File: src/core/pbs_params.svh
// register offsets, field positions and reset values of the power budget and status bank
`ifndef PBS_PARAMS_SVH
`define PBS_PARAMS_SVH
`define PBS_OFF_DSEL 12'h284
`define PBS_OFF_BDATA 12'h288
`define PBS_OFF_ALLOC 12'h28C
`define PBS_OFF_TABLE 12'h300
`define PBS_OFF_TABLE_LAST 12'h31C
`define PBS_OFF_STATUS 12'h400
`define PBS_OFF_CTRL 12'h404
`define PBS_OFF_LOCK 12'h408
`define PBS_ALLOC_SA_BIT 0
`define PBS_CTRL_REGUL_BIT 3
`define PBS_CTRL_BDVUL_BIT 4
`define PBS_STS_MODE_LSB 0
`define PBS_STS_CCDS_BIT 5
`define PBS_STS_CCUS_BIT 6
`define PBS_STS_LOCK_LSB 20
`define PBS_STS_MARK_LSB 28
`define PBS_NUM_WORDS 8
`define PBS_DSEL_MAX 8'h07
`define PBS_LOCK_UNLOCKED 3'h0
`define PBS_LOCK_MAX 3'h5
`define PBS_DSEL_RESET 8'h00
`define PBS_MARK_RESET 4'h0
`endif

File: src/core/pbs_pkg.sv
// types shared by the power budget and status register bank
package pbs_pkg;
   typedef struct packed
   {
      logic [2:0] lock_state;
      logic [3:0] marker;
      logic ccus;
      logic ccds;
      logic [2:0] mode;
   } pbs_status_type;
   typedef struct packed
   {
      logic [11:0] addr;
      logic rd;
      logic wr;
      logic [31:0] wdata;
      logic [3:0] be;
   } pbs_req_type;
   typedef enum logic [1:0]
   {
      PBS_IDLE = 2'b00,
      PBS_ACK = 2'b01
   } pbs_bus_state_type;
endpackage

File: src/core/pbs_regs.sv
// power budget allocation, budget value table and switch status registers
// Summary of operation
// - allocated flag says power already budgeted
// - eight budget words at 0x300 to 0x31C
// - budget words writable while value unlock set
// - budget words read-only while unlock clear
// - mode field holds mode straps caught at reset
// - downstream clock strap caught at reset
// - upstream clock strap caught at reset
// - lock state field, zero means unlocked
// - marker field rw, survives hot reset
// - value unlock bit is sticky, global
// - allocated flag writable only when unlocked
// - readback picks selected word, else zero
//
// Register access over Avalon-MM was decided locally.
`timescale 1ns/1ps
`include "pbs_params.svh"
module pbs_regs
   import pbs_pkg::*;
#(
   parameter int NUM_WORDS = `PBS_NUM_WORDS
)
(
   input wire logic sys_clk,
   input wire logic nrst,
   input wire logic hot_rst_n,
   input wire logic [11:0] avs_address,
   input wire logic avs_read,
   input wire logic avs_write,
   input wire logic [31:0] avs_writedata,
   input wire logic [3:0] avs_byteenable,
   output logic [31:0] avs_readdata,
   output logic avs_waitrequest,
   input wire logic [2:0] mode_pins,
   input wire logic ccds_pin,
   input wire logic ccus_pin,
   input wire logic [2:0] upstream_lock_state,
   output logic system_allocated_flag,
   output logic budget_value_unlock,
   output logic register_write_unlock
);
   logic [31:0] word_q [NUM_WORDS];
   logic [7:0] dsel_q;
   logic sa_q;
   logic regul_q;
   logic bdvul_q;
   logic [3:0] marker_q;
   logic [2:0] lock_q;
   logic [2:0] lock_s1_q;
   logic [2:0] lock_s2_q;
   logic [31:0] rdata_q;
   logic wait_q;
   logic sa_out_q;
   logic bdvul_out_q;
   logic regul_out_q;
   logic hrst_s1_q;
   logic hrst_s2_q;
   logic [2:0] strap_mode;
   logic strap_ccds;
   logic strap_ccus;
   pbs_bus_state_type state_q;
   pbs_req_type req;
   pbs_status_type sts;

   pbs_strap_capture u_strap
   (
      .sys_clk(sys_clk),
      .nrst(nrst),
      .mode_pins(mode_pins),
      .ccds_pin(ccds_pin),
      .ccus_pin(ccus_pin),
      .mode_q(strap_mode),
      .ccds_q(strap_ccds),
      .ccus_q(strap_ccus)
   );

   assign req.addr = avs_address;
   assign req.rd = avs_read;
   assign req.wr = avs_write;
   assign req.wdata = avs_writedata;
   assign req.be = avs_byteenable;

   // every access is answered in the second cycle: idle takes it, ack ends it
   wire take = (state_q == PBS_IDLE) && (req.rd || req.wr);
   wire wr_go = take && req.wr;
   wire [31:0] bmask = {{8{req.be[3]}}, {8{req.be[2]}},
      {8{req.be[1]}}, {8{req.be[0]}}};
   wire [31:0] wmerge_ctrl = ({27'h0, bdvul_q, regul_q, 3'h0} & ~bmask)
      | (req.wdata & bmask);
   wire hit_dsel = req.addr == `PBS_OFF_DSEL;
   wire hit_bdata = req.addr == `PBS_OFF_BDATA;
   wire hit_alloc = req.addr == `PBS_OFF_ALLOC;
   wire hit_table = (req.addr >= `PBS_OFF_TABLE)
      && (req.addr <= `PBS_OFF_TABLE_LAST)
      && (req.addr[1:0] == 2'b00);
   wire [2:0] table_idx = req.addr[4:2];
   wire hit_status = req.addr == `PBS_OFF_STATUS;
   wire hit_ctrl = req.addr == `PBS_OFF_CTRL;
   wire hit_lock = req.addr == `PBS_OFF_LOCK;
   wire dsel_ok = dsel_q <= `PBS_DSEL_MAX;
   wire [31:0] bdata_val = dsel_ok ? word_q[dsel_q[2:0]] : 32'h0;
   // out-of-range lock codes from the port logic are shown as unlocked
   wire [2:0] lock_clean = (lock_s2_q <= `PBS_LOCK_MAX) ? lock_s2_q
      : `PBS_LOCK_UNLOCKED;

   assign sts.mode = strap_mode;
   assign sts.ccds = strap_ccds;
   assign sts.ccus = strap_ccus;
   assign sts.marker = marker_q;
   assign sts.lock_state = lock_q;
   wire [31:0] status_word = {sts.marker, 5'h00, sts.lock_state, 13'h0000,
      sts.ccus, sts.ccds, 2'b00, sts.mode};

   wire [31:0] rd_mux = hit_dsel ? {24'h0, dsel_q}
      : hit_bdata ? bdata_val
      : hit_alloc ? {31'h0, sa_q}
      : hit_table ? word_q[table_idx]
      : hit_status ? status_word
      : hit_ctrl ? {27'h0, bdvul_q, regul_q, 3'h0}
      : 32'h0;

   // bus handshake; unmapped reads return zero and unmapped writes vanish
   always_ff @(posedge sys_clk or negedge nrst)
   begin
      if (!nrst)
      begin
         state_q <= PBS_IDLE;
         wait_q <= 1'b1;
         rdata_q <= 32'h0;
      end
      else if (take)
      begin
         state_q <= PBS_ACK;
         wait_q <= 1'b0;
         rdata_q <= req.rd ? rd_mux : rdata_q;
      end
      else
      begin
         state_q <= PBS_IDLE;
         wait_q <= 1'b1;
      end
   end
   assign avs_waitrequest = wait_q;
   assign avs_readdata = rdata_q;

   // hot reset enters as a pin, so it is synchronised first
   always_ff @(posedge sys_clk or negedge nrst)
   begin
      if (!nrst)
      begin
         hrst_s1_q <= 1'b0;
         hrst_s2_q <= 1'b0;
      end
      else
      begin
         hrst_s1_q <= hot_rst_n;
         hrst_s2_q <= hrst_s1_q;
      end
   end
   wire hot_active = !hrst_s2_q;

   always_ff @(posedge sys_clk or negedge nrst)
   begin
      if (!nrst)
      begin
         lock_s1_q <= `PBS_LOCK_UNLOCKED;
         lock_s2_q <= `PBS_LOCK_UNLOCKED;
         lock_q <= `PBS_LOCK_UNLOCKED;
      end
      else
      begin
         lock_s1_q <= upstream_lock_state;
         lock_s2_q <= lock_s1_q;
         lock_q <= hot_active ? `PBS_LOCK_UNLOCKED : lock_clean;
      end
   end

   // sticky bits: only fundamental reset touches them
   always_ff @(posedge sys_clk or negedge nrst)
   begin
      if (!nrst)
      begin
         regul_q <= 1'b0;
         bdvul_q <= 1'b0;
         marker_q <= `PBS_MARK_RESET;
      end
      else if (wr_go && hit_ctrl)
      begin
         regul_q <= wmerge_ctrl[`PBS_CTRL_REGUL_BIT];
         // value unlock is itself guarded by the register unlock
         if (regul_q)
            bdvul_q <= wmerge_ctrl[`PBS_CTRL_BDVUL_BIT];
      end
      else if (wr_go && hit_status && req.be[3])
         marker_q <= req.wdata[31:28];
   end

   // data select and allocated flag are ordinary state, cleared by hot reset
   always_ff @(posedge sys_clk or negedge nrst)
   begin
      if (!nrst)
      begin
         dsel_q <= `PBS_DSEL_RESET;
         sa_q <= 1'b0;
      end
      else if (hot_active)
      begin
         dsel_q <= `PBS_DSEL_RESET;
         sa_q <= 1'b0;
      end
      else
      begin
         if (wr_go && hit_dsel && req.be[0])
            dsel_q <= req.wdata[7:0];
         if (wr_go && hit_alloc && req.be[0] && regul_q)
            sa_q <= req.wdata[`PBS_ALLOC_SA_BIT];
      end
   end

   // words have no reset at all, so they hold through every reset kind;
   // the eeprom loader writes them over this bus while unlocked
   genvar gi;
   generate
      for (gi = 0; gi < NUM_WORDS; gi++)
      begin : g_word
         wire sel = wr_go && hit_table && (table_idx == 3'(gi));
         for (genvar b = 0; b < 4; b++)
         begin : g_byte
            always_ff @(posedge sys_clk)
            begin
               if (sel && bdvul_q && req.be[b])
                  word_q[gi][8*b +: 8] <= req.wdata[8*b +: 8];
            end
         end
      end
   endgenerate

   // outputs registered so the consumers see clean levels
   always_ff @(posedge sys_clk or negedge nrst)
   begin
      if (!nrst)
      begin
         sa_out_q <= 1'b0;
         bdvul_out_q <= 1'b0;
         regul_out_q <= 1'b0;
      end
      else
      begin
         sa_out_q <= sa_q;
         bdvul_out_q <= bdvul_q;
         regul_out_q <= regul_q;
      end
   end
   assign system_allocated_flag = sa_out_q;
   assign budget_value_unlock = bdvul_out_q;
   assign register_write_unlock = regul_out_q;
endmodule // pbs_regs

File: src/core/pbs_strap_capture.sv
// samples the mode and common-clock straps while fundamental reset is held
`timescale 1ns/1ps
module pbs_strap_capture
   import pbs_pkg::*;
(
   input wire logic sys_clk,
   input wire logic nrst,
   input wire logic [2:0] mode_pins,
   input wire logic ccds_pin,
   input wire logic ccus_pin,
   output logic [2:0] mode_q,
   output logic ccds_q,
   output logic ccus_q
);
   logic [4:0] sync1_q;
   logic [4:0] sync2_q;
   logic [4:0] held_q;
   // straps cross into sys_clk; the capture keeps tracking while reset is
   // low and freezes once the core leaves reset, so the level seen during
   // fundamental reset stays until the next one
   always_ff @(posedge sys_clk)
   begin
      sync1_q <= {mode_pins, ccds_pin, ccus_pin};
      sync2_q <= sync1_q;
   end
   logic nrst_s1_q;
   logic nrst_s2_q;
   always_ff @(posedge sys_clk or negedge nrst)
   begin
      if (!nrst)
      begin
         nrst_s1_q <= 1'b0;
         nrst_s2_q <= 1'b0;
      end
      else
      begin
         nrst_s1_q <= 1'b1;
         nrst_s2_q <= nrst_s1_q;
      end
   end
   // a clocked process without async reset so the pin value may be loaded
   always_ff @(posedge sys_clk)
   begin
      if (!nrst_s2_q)
         held_q <= sync2_q;
   end
   assign mode_q = held_q[4:2];
   assign ccds_q = held_q[1];
   assign ccus_q = held_q[0];
endmodule // pbs_strap_capture

File: config.mk
export PLATFORM = sky130hd
export DESIGN_NAME = pbs_regs
export DESIGN_NICKNAME = d
export VERILOG_FILES = /design/src/core/pbs_pkg.sv /design/src/core/pbs_regs.sv /design/src/core/pbs_strap_capture.sv
export VERILOG_INCLUDE_DIRS = /design/src /design/src/core
export SDC_FILE = /design/constraint.sdc
export NUM_CORES = 1
export LEC_CHECK = 0
export BUFFER_PORTS_ARGS = -buffer_cell sky130_fd_sc_hd__buf_2
export CELL_PAD_IN_SITES_DETAIL_PLACEMENT = 1
export CELL_PAD_IN_SITES_GLOBAL_PLACEMENT = 1
export CORE_UTILIZATION = 25
export DETAILED_ROUTE_END_ITERATION = 7
export PLACE_DENSITY = 0.53
export SLEW_MARGIN = 10
export SYNTH_ARGS = -nofsm -noshare
export SYNTH_HDL_FRONTEND = slang
export SYNTH_HIERARCHICAL = 1
export SYNTH_SLANG_ARGS = --single-unit
export TNS_END_PERCENT = 50
File: constraint.sdc
create_clock -name sys_clk -period 5.2 [get_ports sys_clk]
set_clock_uncertainty 0.1 [all_clocks]
set_input_delay 1.04 -clock sys_clk [delete_from_list [all_inputs] [get_ports sys_clk]]
set_output_delay 1.04 -clock sys_clk [all_outputs]
set_load 0.02 [all_outputs]
Word-level counts from Yosys, hierarchy flattened. Memory sizes are Yosys's and may differ from the RTL's. Cells that the tools add are included. Widths: inputs -> output; s select.

Reduce and logical (&&, ||, !) cells: 75. Equal/unequal tests: 14. Add/sub/neg operators: 0. Muxes and demuxes: 100. Multiply operators: 0. Bitwise logic cells: 5. Shift-type cells: 0. Magnitude comparators: 4. Div/mod/pow operators: 0.

Operators with widths (count): $mux 32 (13); $reduce_or 32->1 (7); $mux 1 (68); $logic_and 1x1->1 (61); $eq 12x10->1 const B (3); $mux 4 (7); $mux 3 (9); $eq 12x11->1 const B (2); $mux 8 (2); $eq 3x3->1 const B (4); $ge 12x10->1 const B (1); $le 12x10->1 const B (1); $and 5x5->5 (2); $le 8x3->1 const B (1); $eq 3x2->1 const B (2); $reduce_and 2->1 (3); $mux 5 (1); $not 5->5 (1); $or 5x5->5 (1); $logic_not 2->1 (2); $ne 2x1->1 const B (2); $eq 3x1->1 const B (1); $le 3x3->1 const B (1); $logic_not 3->1 (1); other kinds (2) (2).

Latch bits: 0. RAM bits: 256. Input bits: 61. Logic and storage cells: 220. Memory bits (read-only): 0. Bits in registers: 81. Memories: 1.

Memory list: word_q (words 8, bits a word 32, read ports 2, clocked after memory_dff 0, write ports 1, line pbs_regs.sv:43) `logic [31:0] word_q [NUM_WORDS];`.

Depth between registers and ports, before layout. Gate-level depths: netlist of run 1.

Word-level depth: 17. Gate-level depth with buffers: 8. Depth with buffers taken out: 5.

Cells and area by module. Netlist of run 1, hierarchy kept.

By module, submodules not included: pbs_regs (instances 1, area an instance 14546.5 µm², cells an instance 794); pbs_strap_capture (instances 1, area an instance 407.9 µm², cells an instance 19).

Least setup slack after synthesis of run 1. No wires, ideal clock.

Path kind: input to register. Start: in avs_address[2]. End: mem word_q[4][0] (enable). Path slack: 2317 ps. Data required time: 4768 ps. Arrival time: 2452 ps. Stages: 6. Path through: buf_4 buf_4 buf_2 or3b_2 nor2_1 and2_1.

Word-level cells in the longest chain between the ends: 17. Elaborated cells between the ends (all ways): 137.

RTL lines: from (decl) (line pbs_regs.sv:28) `input wire logic [11:0] avs_address,`; $ge 12x10->1 (no source line) or $le 12x10->1 (tied branches); $logic_and 1x1->1 (2 in a row) (line pbs_regs.sv:94) `` wire hit_table = (req.addr >= `PBS_OFF_TABLE) ``; $logic_and 1x1->1 (2 in a row) (line pbs_regs.sv:227) `wire sel = wr_go && hit_table && (table_idx == 3'(gi));`; $logic_and 1x1->1 (2 in a row) (line pbs_regs.sv:232) `if (sel && bdvul_q && req.be[b])`; $mux 1 (line pbs_regs.sv:232); $mux 1 (implied by the code) (line pbs_regs.sv:233) `word_q[gi][8*b +: 8] <= req.wdata[8*b +: 8];`; $reduce_or 32->1 (no source line); $mux 3 (no source line) or $mux 4 (tied branches) (7 in a row); to (decl) (line pbs_regs.sv:43).

Several ways; a longest one is shown, not always the timed one.

Final worst setup path of run 1.
Start: in avs_address[7]. End: mem word_q[6][6] (enable).

Word-level cells in the longest chain between the ends: 17. Elaborated cells between the ends (all ways): 129.

RTL lines (line): $ge 12x10->1 (no source line) or $le 12x10->1 (tied branches); $logic_and 1x1->1 * (2 in a row) (pbs_regs.sv:94); $logic_and 1x1->1 * (pbs_regs.sv:227); $logic_and 1x1->1 (pbs_regs.sv:227); $logic_and 1x1->1 (2 in a row) (pbs_regs.sv:232); $mux 1 (pbs_regs.sv:232); $mux 1 (implied by the code) (pbs_regs.sv:233); $reduce_or 32->1 (no source line); $mux 3 (no source line) or $mux 4 (tied branches) (7 in a row).

Every way passes the cells marked *; elsewhere a longest branch is shown, timed or not.

==> reports/qor.yml, run 1 <==
rows: 89
fp.dieW_um: 246.6
cts_tree: "yes"
post_synth_num_cell_types: 51
yosysWarnings: 6
synth-seq-cells: 336
min_period_over_period: 0.6302
stdcell_count: 1711
worstPathRequired_ns: 5.29
routed.top_layer: "met5"
wl_met2_um: 20950
critPathArrivalTime_ns: 3.36
dr_total_vias: 8350
cap_violations: 0
drt_pre_antenna_iters: 7
critPathMaxStageDelay_ns: 0.66
switching_power_w: 0.001316
worst-path-buf-inv: 1
wl_per_cell_um: 25.46
area_growth_pct: 16.91
ant_nets: 0
nFillCells: 6074
ir_drop_mv: 0.1962
cts_resized: 0
grt_pass1_vias: 9006
swShare: 0.2238
synthCells: 813
io_buffers: 96
leakage_nw: 5.972
drt_iter0_drc: 733
pwr-share-seq: 0.501
cp_slowest_cell: "nor3_1"
clock_latency_ns: 0.56
syn_nets: 874
hold_class: "reg2reg"
routabilityCongestion: 0.7312
cts_buffers: 39
io_pins: 97
synth_top_family_by_area: "multiplexers"
finalMaxSlewViolations: 0
cp_max_fo: 8
synth-adder-area-share: 0
crit_path_end_kind: "flip-flop"
post_drt_via_cell_ratio: 4.880
grt_usage: 0.1456
post_cts_buffers: 0
antennaDiodeCount: 0
overflow: 0
hold_viol_final: 0
synth-compound-area-share: 0.04694
comb_power_share: 0.049
clkSlewWorstSetupHoldPaths_ns: 0.05
worst_setup_path_start_kind: "primary input"
fmax_ghz: 0.3051
regArea_um2: 9672
antenna_found_initial: 4
die_y_um: 246.6
slew_headroom: 0.3261
cts-root-buf: "clkbuf_16"
cts_hold_repair.buffers: 0
seq_area_frac_synth: 0.6463
synth_area_um2: 14950
worstPathCellList: "buf_2 -> nor4_1 -> and4_1 -> nand3_1 -> nor3_1 -> and2_1"
path_class: "in2reg"
dp.cells: 1642
cp_top_family: "simple AND/OR/NAND/NOR gates"
power_density_nw_per_um2: 336.2
dp_hpwl_um: 28590
initial_core_util: 0.2534
ys.flop_type: "edfxtp_1"
setup_viol: 0
worst_pin_slew_ns: 1.009
grt_max_degree: 66
async_flop_share: 0.1935
drc: 0
synth-edff-count: 261
fin_setup_tns_ns: 0
synth_mux_area_frac: 0.2389
wl_met1_um: 19620
htree_levels: 2
synthXorXnorAreaFrac: 0.0005857
dr_wl_met3_um: 2272
rsz0062_at_grt: "false"
report.power.total_w: 0.005878
status: "complete, no violations"
min_period_ns: 3.277
drive_gt1_frac: 0.3230
synthSimpleGateAreaFrac: 0.04660
totalWireLength_um: 43560
power.internal_w: 0.004563
finalNetCount: 971
cts_buffer_depth: 3
die_area_um2: 60800
cts.sinks: 336
grt_pass1_wl_um: 64110
syn_area_per_cell_um2: 18.39
fp.coreArea_um2: 59020
clkPwrFrac: 0.450
multi_input_area_um2: 4984
cell usage in the layout (no fill, tap or decap), types with 2 or more instances in the layout:
master       n
a21oi_1     10
a221o_1     12
a221oi_1    12
a22o_1      11
a22oi_1     11
and2_1      34
and3_1       2
and3b_1      3
and4_1       2
buf_12       2
buf_2       93
buf_4       17
bufinv_16    2
clkbuf_1    12
clkbuf_16   39
clkbuf_8     3
clkinv_1     6
clkinv_2     4
dfrtp_1     61
dfrtp_2      2
dfxtp_1     10
edfxtp_1   261
inv_1        2
mux2_2      24
mux2i_1     67
mux4_1      11
mux4_2     104
nand2_1     10
nand3_1     10
nand3b_1     2
nand4_1      4
nor2_1      16
nor2b_1     14
nor3_1      11
o211ai_1     2
o21ai_0      9
o221ai_1     3
o22ai_1     18
final timing paths:
check                                           to               start  slack [ns]  cells past startpoint
worst max-delay path                  word_q[6][6]      avs_address[7]        1.92                      6
worst min-delay path            u_strap/sync2_q[2]  u_strap/sync1_q[2]        0.23                      0
worst max register to register     avs_readdata[4]           dsel_q[0]        2.43                      5
worst min register to register  u_strap/sync2_q[2]  u_strap/sync1_q[2]        0.23                      0
max in group asynchronous                dsel_q[0]                nrst        3.68                      1
min in group asynchronous         avs_readdata[23]                nrst        0.52                      1
synth_stat cells, types with 4 or more instances:
cell type	n	area share
o21ai_0	9	0.0030
a22o_1	11	0.0064
nand3_1	10	0.0033
edfxtp_1	261	0.52
buf_1	5	0.0013
nor2b_1	14	0.0059
buf_4	10	0.0050
a21oi_1	10	0.0033
a22oi_1	11	0.0055
mux4_2	104	0.16
nor3_1	11	0.0037
and2_1	34	0.014
nor2_1	16	0.0040
buf_2	22	0.0074
mux2i_1	67	0.045
mux2_2	24	0.018
a221o_1	12	0.0080
dfxtp_1	10	0.013
nand4_1	4	0.0017
dfrtp_1	64	0.11
a221oi_1	12	0.0070
clkbuf_1	16	0.0040
nand2_1	10	0.0025
mux4_1	11	0.019
o22ai_1	18	0.0075
power groups by stage:
stage,registers [W],clock network [W],logic (W)
3_5_place_dp,0.00300,0,0.000295
2_1_floorplan,0.00301,0,0.000139
4_1_cts,0.00295,0.00273,0.000296
5_1_grt,0.00295,0.00281,0.000315
3_3_place_gp,0.00300,0,0.000291
6_report,0.00294,0.00264,0.000290
stage by stage:
| stage | hold WS [ns] | area [um2] | util | worst slack, ns |
|---|---|---|---|---|
| 3_5_place_dp | 0.2154 | 16260 | 0.2756 | 1.376 |
| 2_1_floorplan | 0.2096 | 14950 | - | 2.317 |
| 6_report | 0.2260 | 17480 | 0.2962 | 1.923 |
| 4_1_cts | 0.2280 | 17480 | 0.2962 | 1.946 |
| 5_1_grt | 0.2325 | 17480 | 0.2962 | 1.832 |
| 3_3_place_gp | 0.2140 | 16260 | 0.2756 | 1.291 |
cell type report:
type | count | share of cell area
clock buffer | 54 | 0.06076
timing repair buffer | 112 | 0.03621
multi-input combinational | 419 | 0.2851
tap | 773 | 0.05532
clock inverter | 15 | 0.009017
sequential | 336 | 0.5532
inverter | 2 | 0.0004294
cells by family (layout without fill, tap and decap cells):
kind of cell | Yosys count | count (layout)
other | 1 | 1
AOI/OAI and AO/OA | 94 | 94
DFF | 336 | 336
xor gates and xnor gates | 1 | 1
and+or+nand+nor | 117 | 117
buffers and inverters | 58 | 183
muxes | 206 | 206
metal layers:
layer / vias to the layer above / track usage
met2: 206 / 0.2348
met5: - / 0
met4: 6 / 0.03395
met1: 4505 / 0.2021
li1: 3586 / -
met3: 47 / 0.02647
registers in the layout, indices dropped and copies added (netlist names), named ones only:
name and cells:
lock_s2_q 3, word_q 256, lock_q 3, u_strap/nrst_s2_q 1
lock_s1_q 3, register_write_unlock 1, system_allocated_flag 1, state_q 1
u_strap/held_q 5, marker_q 4, budget_value_unlock 1, avs_readdata 32
u_strap/sync2_q 5, hrst_s1_q 1, u_strap/sync1_q 5, avs_waitrequest 1
dsel_q 8, sa_q 1, u_strap/nrst_s1_q 1, hrst_s2_q 1
(Power assumes the default switching activity.)
==> inputs of run 2 (changes only) <==
==> constraint.sdc (replaced) <==
create_clock -name sys_clk -period 3.32 [get_ports sys_clk]
set_clock_uncertainty 0.1 [all_clocks]
set_input_delay 0.664 -clock sys_clk [delete_from_list [all_inputs] [get_ports sys_clk]]
set_output_delay 0.664 -clock sys_clk [all_outputs]
set_load 0.02 [all_outputs]
==> run 2 against run 1 <==
Compared with the run above:
- count of clock-buffer cells in the layout is 10 lower
- combinational power up 64%
- final area increased by 2.9%
- via count rose by 1.9%
- sequential power grew 57%
- worst setup slack got worse by 1.2 ns
==> reports/qor.yml, run 2 (synthesis gave the netlist of run 1 again) <==
critPathArrivalTime_ns: 2.73  # was 3.36 ns
layout_commonest_cell: "edfxtp_1"  # unchanged
cts_resized: 0  # unchanged
dr_total_vias: 8509  # was 8,350
multi_input_area_um2: 4984  # unchanged
fp.coreArea_um2: 59020  # unchanged
clock_latency_ns: 0.56  # about the same
clkPwrFrac: 0.472  # was 0.450
reg2reg_from: "dsel_q[0]"  # unchanged
regArea_um2: 9672  # unchanged
wl_per_cell_um: 24.81  # was 25.46 um
cp_slowest_cell: "nor3_1"  # unchanged
swShare: 0.2185  # was 0.2238
grt_pass1_wl_um: 64090  # was 64,110 um
status: "complete, no violations"  # unchanged
pwr-share-seq: 0.479  # was 0.501
comb_power_share: 0.049  # about the same
drc: 0  # unchanged
slew_headroom: 0.4839  # was 0.3261
die_y_um: 246.6  # unchanged
dr_wl_met3_um: 2363  # was 2272 um
ir_drop_mv: 0.2775  # was 0.1962 mV
grt_max_degree: 51  # was 66
cts-root-buf: "clkbuf_16"  # unchanged
cts_tree: "yes"  # unchanged
fin_util: 0.3048  # was 0.2962
hold_class: "in2async"  # was reg2reg
switching_power_w: 0.002105  # was 0.001316 W
die_area_um2: 60800  # unchanged
cp_max_fo: 8  # unchanged
cts_buffer_depth: 3  # unchanged
fp.dieW_um: 246.6  # unchanged
stdcell_count: 1750  # was 1,711
grt_pass1_vias: 9131  # was 9,006
holdWs_ns: 0.08278  # was 0.2260 ns
dp.cells: 1677  # was 1,642
r2r_cells: 6  # was 5
grt_usage: 0.1451  # was 0.1456
leakage_nw: 6.263  # was 5.972 nW
cts_hold_repair.buffers: 0  # unchanged
rows: 89  # unchanged
wl_met1_um: 19250  # was 19,620 um
critPathMaxStageDelay_ns: 0.43  # was 0.66 ns
worstSetupStartpoint: "avs_address[7]"  # unchanged
min_period_over_period: 0.7922
totalWireLength_um: 43420  # was 43,560 um
fin_setup_tns_ns: 0  # unchanged
cts_buffers: 39  # unchanged
cts.sinks: 336  # unchanged
setup_viol: 0  # unchanged
post_cts_buffers: 0  # unchanged
crit_path_end_kind: "flip-flop"  # unchanged
clkSlewWorstSetupHoldPaths_ns: 0.06  # was 0.05 ns
wl_met2_um: 20870  # was 20,950 um
rsz0062_at_grt: "false"  # unchanged
worst_setup_path_start_kind: "primary input"  # unchanged
ant_nets: 0  # unchanged
dp_hpwl_um: 30060  # was 28,590 um
largest_reg_flops: 256  # unchanged
io_buffers: 96  # unchanged
power_density_nw_per_um2: 535.5  # was 336.2 nW/um2
hold_viol_final: 0  # unchanged
final_cell_mix: "edfxtp_1 (261), mux4_2 (104), buf_2 (93), mux2i_1 (67), dfrtp_1 (61)"  # unchanged
r2r_end: "avs_readdata[12]"  # was avs_readdata[4]
nFillCells: 6100  # was 6,074
area_growth_pct: 20.29  # was 16.91%
cap_violations: 0  # unchanged
finalMaxSlewViolations: 0  # unchanged
io_pins: 97  # unchanged
drt_pre_antenna_iters: 5  # was 7
power.internal_w: 0.007528  # was 0.004563 W
fmax_ghz: 0.3802
worst_pin_slew_ns: 0.7741  # was 1.009 ns
routed.top_layer: "met5"  # unchanged
path_class: "in2reg"  # unchanged
initial_core_util: 0.2534  # unchanged
worstPathRequired_ns: 3.42  # was 5.29 ns
finalNetCount: 1006  # was 971
drt_iter0_drc: 654  # was 733
top_register: "word_q"  # unchanged
report.power.total_w: 0.009634  # was 0.005878 W
regToRegSetupSlack_ns: 0.89  # was 2.43 ns
min_period_ns: 2.630
post_drt_via_cell_ratio: 4.862  # was 4.880
antenna_found_initial: 5  # was 4
worstPathCellList: "buf_2 -> nor4_1 -> and4_1 -> nand3b_1 -> nor3_1 -> buf_4 -> and2_1"  # was buf_2 -> nor4_1 -> and4_1 -> nand3_1 -> nor3_1 -> and2_1
overflow: 0  # unchanged
routabilityCongestion: 0.7701  # was 0.7312
drive_gt1_frac: 0.3627  # was 0.3230
htree_levels: 2  # unchanged
[run 2: worst max-delay path by stage]
stage | to | slack, ns | cells after the start
after floorplan | word_q[4][0] | 0.81 | 6
after global placement | word_q[2][23] | 0.23 | 7
after detailed placement | word_q[2][17] | 0.11 | 7
after CTS | word_q[2][21] | 0.69 | 7
after global routing | word_q[2][17] | 0.61 | 7
final | word_q[2][23] | 0.69 | 7
[run 2: routing by layer]
layer	global-route usage	up-vias
met5	0	-
met4	0.04031	8
met3	0.02800	51
met2	0.2344	223
met1	0.1977	4561
li1	-	3666
[run 2: stage by stage]
stage / area, um2 / setup WS [ns]
6_report: 17990 / 0.6898
5_1_grt: 17990 / 0.6098
4_1_cts: 17990 / 0.6850
3_5_place_dp: 16610 / 0.1051
3_3_place_gp: 16610 / 0.2291
2_1_floorplan: 14950 / 0.8126
[run 2: critical path, delay by kind of cell]
family | cells | cell delay, ns
simple gates | 5 | 1.75
buf+inv | 2 | 0.31
[run 2: cell type report]
| cell class | count | area share |
|---|---|---|
| flip-flops and latches | 336 | 0.5377 |
| multi-input cells | 419 | 0.2770 |
| clock buffers | 44 | 0.05877 |
| repair buffers | 147 | 0.05467 |
| well taps | 773 | 0.05377 |
| clock inverters | 28 | 0.01753 |
| inverters | 2 | 0.0004173 |
| diodes | 1 | 0.0001391 |
[run 2: power by group through the flow]
stage	clock network [W]	logic (W)	registers [W]
6_report	0.00454	0.000476	0.00461
5_1_grt	0.00481	0.000515	0.00462
4_1_cts	0.00467	0.000486	0.00462
3_5_place_dp	0	0.000485	0.00470
3_3_place_gp	0	0.000480	0.00470
2_1_floorplan	0	0.000217	0.00472
